--- src/inc/chop_map.svh ---
`ifndef CHOP_MAP_SVH
`define CHOP_MAP_SVH
// Chopping period length in oscillator clocks
`define CHOP_PERIOD_CLKS   5'h10
// Oscillator clock count at whose rising edge fast decay starts
`define CHOP_FAST_START    5'h0b
// Current-limit blanking lengths in oscillator clocks
`define CHOP_BLANK_SHORT   5'h04
`define CHOP_BLANK_LONG    5'h06
// Counter value at reset and at the start of each period
`define CHOP_COUNT_RESET   5'h00
// Register values at reset: bridge switches all off, blanking on
`define CHOP_SW_RESET      4'h0
`define CHOP_BLANK_RESET   1'h1
`endif

--- src/inc/chop_pkg.sv ---
package chop_pkg;
  // Bridge state; binary codes written out
  typedef enum logic [1:0] {
    ST_CHARGE = 2'b00,
    ST_SLOW   = 2'b01,
    ST_FAST   = 2'b10
  } bridge_state_t;

  // Switch drive word: {hs_first, hs_second, ls_first, ls_second}
  typedef logic [3:0] switch_word_t;
endpackage

--- src/inc/chop_tick_if.sv ---
// Oscillator edge events passed from the edge finder to the sequencer
interface chop_tick_if;
  logic rise;
  modport src (output rise);
  modport dst (input  rise);
endinterface

--- src/verilog/chop_edge_detect.sv ---
// Finds rising edges of the chop oscillator clock, sampled on mclk.
// The oscillator is treated as a synchronous input, so no synchroniser.
module chop_edge_detect (
  input  wire logic  mclk,
  input  wire logic  reset_n,
  input  wire logic  chop_oscillator_clock,
  chop_tick_if.src   tick
);
  logic osc_q;

  // ----------------------------------------------------------------
  // Edge history
  // ----------------------------------------------------------------
  always_ff @(posedge mclk or negedge reset_n) begin
    if (!reset_n) begin
      osc_q <= 1'b0;
    end else begin
      osc_q <= chop_oscillator_clock;
    end
  end

  // One mclk pulse per oscillator rising edge
  assign tick.rise = chop_oscillator_clock & ~osc_q;
endmodule // chop_edge_detect

--- src/verilog/chopper_bridge_switch_control.sv ---
`include "chop_map.svh"

// Functional notes
// - Charge: first high and second low switches on, others off.
// - Slow decay: both high switches off, both low switches on.
// - Fast decay: second high and first low on, others off.
// - Only charge, slow decay and fast decay states regulate current.
// - Chopping is timed from the internal chop oscillator clock.
// - One chopping period lasts sixteen oscillator clocks.
// - Charge starts with the counter; current trip moves charge to slow.
// - Slow decay becomes fast decay on rising edge of eleventh clock.
// - After sixteen clocks fast decay ends, counter resets, charge again.
// - Trip detection blanked 4 clocks, or 6 with blanking select high.
module chopper_bridge_switch_control (
  input  wire logic mclk,
  input  wire logic reset_n,
  input  wire logic chop_oscillator_clock,
  input  wire logic current_limit_trip,
  input  wire logic blanking_select,
  input  wire logic reverse_dir,
  output logic      high_side_switch_first,
  output logic      high_side_switch_second,
  output logic      low_side_switch_first,
  output logic      low_side_switch_second,
  output logic      detect_blank_active
);
  chop_tick_if tick ();

  chop_pkg::bridge_state_t state_q;
  chop_pkg::bridge_state_t state_d;
  logic [4:0]              count_q;
  logic [4:0]              count_d;
  logic [4:0]              blank_len;
  chop_pkg::switch_word_t  sw_fwd;
  chop_pkg::switch_word_t  sw_d;
  chop_pkg::switch_word_t  sw_q;
  logic                    blank_d;
  logic                    blank_q;
  logic                    period_end;
  logic                    fast_start;
  logic                    trip_seen;

  // Oscillator edges drive all chop timing
  chop_edge_detect u_edge (
    .mclk                  (mclk),
    .reset_n               (reset_n),
    .chop_oscillator_clock (chop_oscillator_clock),
    .tick                  (tick)
  );

  // ----------------------------------------------------------------
  // Helper functions
  // ----------------------------------------------------------------
  // Forward switch pattern per state
  function automatic chop_pkg::switch_word_t pattern(
    input chop_pkg::bridge_state_t st);
    case (st)
      chop_pkg::ST_CHARGE: pattern = 4'b1001;
      chop_pkg::ST_SLOW:   pattern = 4'b0011;
      chop_pkg::ST_FAST:   pattern = 4'b0110;
      default:             pattern = 4'b0011;
    endcase
  endfunction

  // Swap first and second in both pairs for reverse current
  function automatic chop_pkg::switch_word_t mirror(
    input chop_pkg::switch_word_t w);
    mirror = {w[2], w[3], w[0], w[1]};
  endfunction

  // ----------------------------------------------------------------
  // Period counter and decode
  // ----------------------------------------------------------------
  // Counter holds the number of oscillator rises seen in this period
  assign period_end = tick.rise &&
                      (count_q == `CHOP_PERIOD_CLKS - 5'h01);
  assign fast_start = tick.rise &&
                      (count_q == `CHOP_FAST_START - 5'h01);
  assign count_d    = period_end ? `CHOP_COUNT_RESET :
                      tick.rise  ? count_q + 5'h01 : count_q;
  assign blank_len  = blanking_select ? `CHOP_BLANK_LONG :
                                        `CHOP_BLANK_SHORT;
  // Blanking covers the first oscillator clocks of each charge period;
  // trips inside it are ignored, so the current may overshoot briefly.
  assign blank_d    = (count_d < blank_len);
  assign trip_seen  = current_limit_trip && !blank_q;

  // ----------------------------------------------------------------
  // Bridge state selection
  // ----------------------------------------------------------------
  always_comb begin
    state_d = state_q;
    case (state_q)
      chop_pkg::ST_CHARGE: begin
        if (period_end) begin
          state_d = chop_pkg::ST_CHARGE;
        end else if (fast_start) begin
          state_d = chop_pkg::ST_FAST;
        end else if (trip_seen) begin
          state_d = chop_pkg::ST_SLOW;
        end
      end
      chop_pkg::ST_SLOW: begin
        if (period_end) begin
          state_d = chop_pkg::ST_CHARGE;
        end else if (fast_start) begin
          state_d = chop_pkg::ST_FAST;
        end
      end
      chop_pkg::ST_FAST: begin
        if (period_end) begin
          state_d = chop_pkg::ST_CHARGE;
        end
      end
      default: state_d = chop_pkg::ST_SLOW;
    endcase
  end

  // Output pattern follows the next state, mirrored when reversed
  assign sw_fwd = pattern(state_d);
  assign sw_d   = reverse_dir ? mirror(sw_fwd) : sw_fwd;

  // ----------------------------------------------------------------
  // Registers
  // ----------------------------------------------------------------
  // Reset loads charge state at period start with all switches off, as at power-up
  always_ff @(posedge mclk or negedge reset_n) begin
    if (!reset_n) begin
      state_q <= chop_pkg::ST_CHARGE;
      count_q <= `CHOP_COUNT_RESET;
      sw_q    <= `CHOP_SW_RESET;
      blank_q <= `CHOP_BLANK_RESET;
    end else begin
      state_q <= state_d;
      count_q <= count_d;
      sw_q    <= sw_d;
      blank_q <= blank_d;
    end
  end

  assign high_side_switch_first  = sw_q[3];
  assign high_side_switch_second = sw_q[2];
  assign low_side_switch_first   = sw_q[1];
  assign low_side_switch_second  = sw_q[0];
  assign detect_blank_active     = blank_q;
endmodule // chopper_bridge_switch_control

--- config.mk ---
export PLATFORM = sky130hd
export DESIGN_NAME = chopper_bridge_switch_control
export DESIGN_NICKNAME = d
export VERILOG_FILES = /design/src/inc/chop_pkg.sv /design/src/inc/chop_tick_if.sv /design/src/verilog/chop_edge_detect.sv /design/src/verilog/chopper_bridge_switch_control.sv
export VERILOG_INCLUDE_DIRS = /design/src /design/src/inc
export SDC_FILE = /design/constraint.sdc
export NUM_CORES = 1
export LEC_CHECK = 0
export ABC_AREA = 1
export BUFFER_PORTS_ARGS = -buffer_cell sky130_fd_sc_hd__buf_2
export CAP_MARGIN = 20
export CORE_MARGIN = 2
export CORE_UTILIZATION = 50
export CTS_BUF_LIST = sky130_fd_sc_hd__clkbuf_4 sky130_fd_sc_hd__clkbuf_8 sky130_fd_sc_hd__clkbuf_16
export CTS_CLUSTER_SIZE = 20
export DETAILED_ROUTE_END_ITERATION = 10
export GPL_TIMING_DRIVEN = 1
export PLACE_DENSITY = 0.72
export SLEW_MARGIN = 20
export SYNTH_ARGS = -nofsm -noshare
export SYNTH_HDL_FRONTEND = slang
export SYNTH_HIERARCHICAL = 1
export SYNTH_SLANG_ARGS = --single-unit
--- constraint.sdc ---
create_clock -name mclk -period 1.8 [get_ports mclk]
set_input_delay 0.36 -clock mclk [delete_from_list [all_inputs] [get_ports mclk]]
set_output_delay 0.36 -clock mclk [all_outputs]
set_load 0.05 [all_outputs]
## Word-level counts from Yosys, hierarchy flattened

Index checks and enable logic that the tools add are counted.

| word-level totals | value |
|---|---|
| latch bits | 0 |
| memories | 0 |
| logic and storage cells | 32 |
| bits in read-only memories | 0 |
| bits of input ports | 6 |
| bits in writable memories | 0 |
| flip-flop bits (word level) | 13 |

| operators by class | value |
|---|---|
| div/mod/pow operators | 0 |
| add/sub/neg operators | 1 |
| shift operators | 0 |
| multiply operators | 0 |
| eq/ne operators | 5 |
| bitwise logic cells | 2 |
| order comparisons | 1 |
| mux-type cells | 12 |
| reduce and logical (&&, ||, !) cells | 6 |

Operator list:

| cell | number |
|---|---|
| 2-to-1 mux 2 bit | 7 |
| == test 5 x 4 -> 1 bit, second input constant | 2 |
| 2-to-1 mux 5 bit | 2 |
| one-hot mux 4 bit (2 select lines) | 1 |
| one-hot mux 2 bit (3 select lines) | 1 |
| adder 5 x 1 -> 5 bit, second input constant | 1 |
| less-than comparator 5 x 3 -> 1 bit | 1 |
| == test 2 bit, second input constant | 2 |
| zero test 2 bit | 2 |
| 2-to-1 mux 4 bit | 1 |
| logical AND 1 bit | 3 |
| == test 2 x 1 -> 1 bit, second input constant | 1 |
| bitwise AND 1 bit | 1 |
| zero test 1 bit | 1 |
| inverter 1 bit | 1 |

## Logic depth before layout (Yosys ltp)

| logic depth | value |
|---|---|
| depth in word-level cells | 9 |
| mapped depth | 10 |

## Hierarchy

The synthesis kept the hierarchy.

By module, submodules not included:

| module | times used | area an instance (um2) | cells each |
|---|---|---|---|
| chopper_bridge_switch_control | 1 | 651.9 | 73 |
| chop_edge_detect | 1 | 35.0 | 3 |

## Least setup slack after synthesis

Ideal clock, no wire load.

| timing path | value |
|---|---|
| path type | flip-flop to flip-flop |
| start point | reg count_q[1] |
| end point | reg sw_q[2] |
| arrival time | 1,468 ps |
| path buffers | 0 |
| library setup time | 119 ps |
| stages on the path, launching flop included | 10 |
| path slack | 213 ps |
| path through | dfrtp_1 ha_1 and3_1 ha_1 nand2_2 inv_2 a21oi_1 nand3_2 nand4_1 nand2_1 |

| on the way | value |
|---|---|
| word-level cells in the longest chain between the ends | 8 |

Ends and longest elaborated chain:

| element | RTL line | RTL |
|---|---|---|
| from (decl) | chopper_bridge_switch_control.sv:31 | `logic [4:0] count_q;` |
| from (signal assigned) | chopper_bridge_switch_control.sv:130 | `` count_q <= `CHOP_COUNT_RESET; `` |
| from (signal assigned) | chopper_bridge_switch_control.sv:135 | `count_q <= count_d;` |
| == test 5 x 4 -> 1 bit | chopper_bridge_switch_control.sv:78 | `` (count_q == `CHOP_FAST_START - 5'h01); `` |
| logical AND 1 bit | chopper_bridge_switch_control.sv:77 | `assign fast_start = tick.rise &&` |
| 2-to-1 mux 2 bit (on tied branches) | chopper_bridge_switch_control.sv:106, chopper_bridge_switch_control.sv:97 |  |
| 2-to-1 mux 2 bit (on tied branches) | chopper_bridge_switch_control.sv:104, chopper_bridge_switch_control.sv:95 |  |
| one-hot mux 2 bit (3 select lines) * | chopper_bridge_switch_control.sv:93 | `case (state_q)` |
| == test 2 bit or zero test 2 bit (tied branches) | chopper_bridge_switch_control.sv:57 | `case (st)` |
| one-hot mux 4 bit (2 select lines) * | chopper_bridge_switch_control.sv:57 |  |
| 2-to-1 mux 4 bit * | chopper_bridge_switch_control.sv:121 | `assign sw_d = reverse_dir ? mirror(sw_fwd) : sw_fwd;` |
| via sw_d[2] | chopper_bridge_switch_control.sv:35 | `chop_pkg::switch_word_t sw_d;` |
| to (signal assigned) | chopper_bridge_switch_control.sv:131 | `` sw_q <= `CHOP_SW_RESET; `` |
| to (signal assigned) | chopper_bridge_switch_control.sv:136 | `sw_q <= sw_d;` |
| to (decl) | chopper_bridge_switch_control.sv:36 | `chop_pkg::switch_word_t sw_q;` |

Mark *: on every way through the listed nets, which the timed path passes. The rest lies on a longest branch.

## Final worst setup path

| timing path | value |
|---|---|
| start point | reg count_q[0] |
| end point | reg sw_q[3] |

Same word-level chain as after synthesis.

==> results.json <==
{
  "required_ns": 1.96,
  "start_util_pct": 53.5,
  "path_max_fanout": 4,
  "area_growth_pct": 18.0,
  "chipHeight_um": 41.1,
  "layout_min_cycle_time_ns": 1.65,
  "status": "completed",
  "clock_latency_ns": 0.27,
  "clock_path_buffers": 2,
  "avgViaCountPerCell": 4.79,
  "gp_congestion": 0.773,
  "synthesis.area_sq_um": 687,
  "cp.arrival_ns": 1.81,
  "grt_pass1_vias": 468,
  "endpoint_kind": "flop",
  "finalSetupViolCount": 0,
  "critPathKind": "flop to flop",
  "rrSetupSlack_ns": 0.15,
  "numCtsBuffers": 3,
  "ys_ff_latch": 13,
  "track_usage_pct": 18.0,
  "stdcell_count": 108,
  "grt_overflow": 0,
  "r2r_cells": 9,
  "io_buffers": 10,
  "drc": 0,
  "setup_ws_ns": 0.153,
  "pre_cts_slack_ns": 0.148,
  "holdPathStages": 1,
  "irDropWorstVdd_uv": 742,
  "regArea_sq_um": 327,
  "tightestPinTransition_ns": 0.290,
  "antenna_cells": 0,
  "skew_ns": 0.00261,
  "setup_tns_ns": 0,
  "reg2reg_to": "sw_q[3]$_DFF_PN0_",
  "period_share_pct": 91.5,
  "synth.top_cell.area_share_pct": 43.7,
  "hold_viol": 0,
  "root_buffer": "clkbuf_4",
  "clock-sinks": 13,
  "rsz0062_at_grt": "no",
  "core_area_sq_mm": 0.00128,
  "cts_tree": "built",
  "drtIter0Drc": 6,
  "worstHoldStart": "chop_oscillator_clock",
  "slew_headroom_pct": 80.7,
  "holdWs_ns": 0.204,
  "antenna_found_initial": 0,
  "dp_hpwl_um": 915,
  "vias": 517,
  "leakage_nw": 0.435,
  "fmax_mhz": 607,
  "cts.htree.levels": 1,
  "start_kind": "flop",
  "grt_pass1_wl_um": 1930,
  "ys_types": 25,
  "pin_count": 11,
  "drtPass1Iterations": 4,
  "avgSynthCellArea_sq_um": 9.04,
  "post-place-cells": 102,
  "rows": 13,
  "nNetsFinal": 103,
  "multiInputGateArea_sq_um": 303,
  "min_to": "u_edge/osc_q$_DFF_PN0_",
  "r2r-start": "count_q[0]$_DFFE_PN0P_",
  "powerDensity_mw_per_mm2": 1610,
  "wl_per_cell_um": 10.0,
  "clkSlewWorstSetupHoldPaths_ns": 0.08,
  "die_area_sq_mm": 0.00169,
  "synth_seq_area_share_pct": 47.5,
  "grt_max_degree": 14,
  "die_w_um": 41.1,
  "ys_top_cells_by_area": "dfrtp_1 (44%), nand2_1 (11%), ha_1 (5.5%)",
  "hold_path_class": "input port to flop",
  "syn_inst": 76,
  "ys_warn_count": 6,
  "slew_viol_final": 0,
  "yosysTopAreaCell": "dfrtp_1",
  "synthesis.nets": 85,
  "antenna_left": 0,
  "drv_cap": 0,
  "layout-drive-gt1-share_pct": 35.5,
  "drt_wl_total_um": 1080,
  "total_power_mw": 1.30,
  "cp-startpoint": "count_q[0]$_DFFE_PN0P_",
  "fillers": 125
}
==> what timing repair did <==
action                                  4_1_cts  5_1_grt
setup buffers                                 0        1
endpoints found under the setup margin        0        4
gates resized for setup                       0        0
endpoints found under the hold margin        12        0
hold buffers                                  1        0
==> synth_stat cells <==
library cell   n
inv_2          4
nor2_1         2
or2_1          1
inv_1          9
and3_1         1
xor2_1         1
nand3_1        2
nand2_4        1
nand3_4        2
dfrtp_1       12
clkinv_2       1
nand4_1        2
nand2_1       21
nand3_2        2
a21oi_1        1
o21ai_1        1
ha_1           3
nor2_2         1
o22ai_1        1
a21boi_1       1
nand2_2        3
clkinv_1       1
dfstp_2        1
nor2_4         1
a21oi_2        1
==> how the worst max path moves through the flow <==
stage	endpoint	slack (ns)	depth (start not counted)
final	sw_q[3]$_DFF_PN0_	0.15	9
after global routing	sw_q[0]$_DFF_PN0_	0.01	10
after CTS	sw_q[3]$_DFF_PN0_	0.12	9
after detailed placement	sw_q[3]$_DFF_PN0_	0.15	9
after global placement	sw_q[3]$_DFF_PN0_	0.17	9
after floorplan	sw_q[2]$_DFF_PN0_	0.21	9
==> cells by family after synthesis <==
kind of cell / Yosys count / share of synthesized area (%)
buf+inv: 15 / 8.38
xor+xnor: 1 / 1.28
fa+ha+maj: 3 / 5.47
compound gates: 5 / 4.74
flops: 13 / 47.5
simple gates: 39 / 32.6
==> cell usage in the layout, fill, tap and decap left out, types with 2 or more instances in the layout <==
| cell | netlist | layout |
|---|---|---|
| nand2_1 | 21 | 21 |
| dfrtp_1 | 12 | 12 |
| buf_2 | 0 | 10 |
| inv_1 | 9 | 9 |
| inv_2 | 4 | 4 |
| clkbuf_4 | 0 | 4 |
| nand2_2 | 3 | 3 |
| ha_1 | 3 | 3 |
| nand3_4 | 2 | 2 |
| nand3_2 | 2 | 2 |
| nand4_1 | 2 | 2 |
| nor2_1 | 2 | 2 |
| nand3_1 | 2 | 2 |
| buf_4 | 0 | 2 |
==> routing by layer <==
metal	wire, um	global-route usage, %
met2	588	30.1
met5	0	0
met3	8	3.26
met1	465	21.5
met4	18	10.0
==> stage by stage <==
step / util (%) / area (sq um)
2_1_floorplan: - / 687
3_3_place_gp: 59.4 / 763
3_5_place_dp: 59.4 / 763
4_1_cts: 62.5 / 803
5_1_grt: 63.1 / 811
6_report: 63.1 / 811
==> report_power, final <==
group          switching [mW]  leakage, nW  internal [mW]
Clock                  0.0909       0.0184          0.101
Sequential             0.0649        0.154          0.411
Combinational           0.440        0.262          0.198
Total                   0.596        0.435          0.709
==> sequential cells by signal, summed over array words and instances, names as in the netlist <==
register / count
count_q: 5
state_q: 2
sw_q: 4
u_edge/osc_q: 1
detect_blank_active: 1
==> worst max-delay path, cell delays in order, from the launching register on <==
cell and delay [ns]:
dfrtp_1 0.40, ha_1 0.21, and3_1 0.19, ha_1 0.20
nand2_2 0.09, inv_2 0.04, a21oi_1 0.14, nand3_2 0.12
nand4_1 0.09, nand2_1 0.05
==> cell type report <==
cell class	count	share of cell area, %
sequential	13	40.3
multi-input combinational	48	37.3
tap	15	2.31
inverter	15	7.10
timing repair buffer	13	9.26
clock buffer	4	3.70
Power figures use the tool's default switching activity.
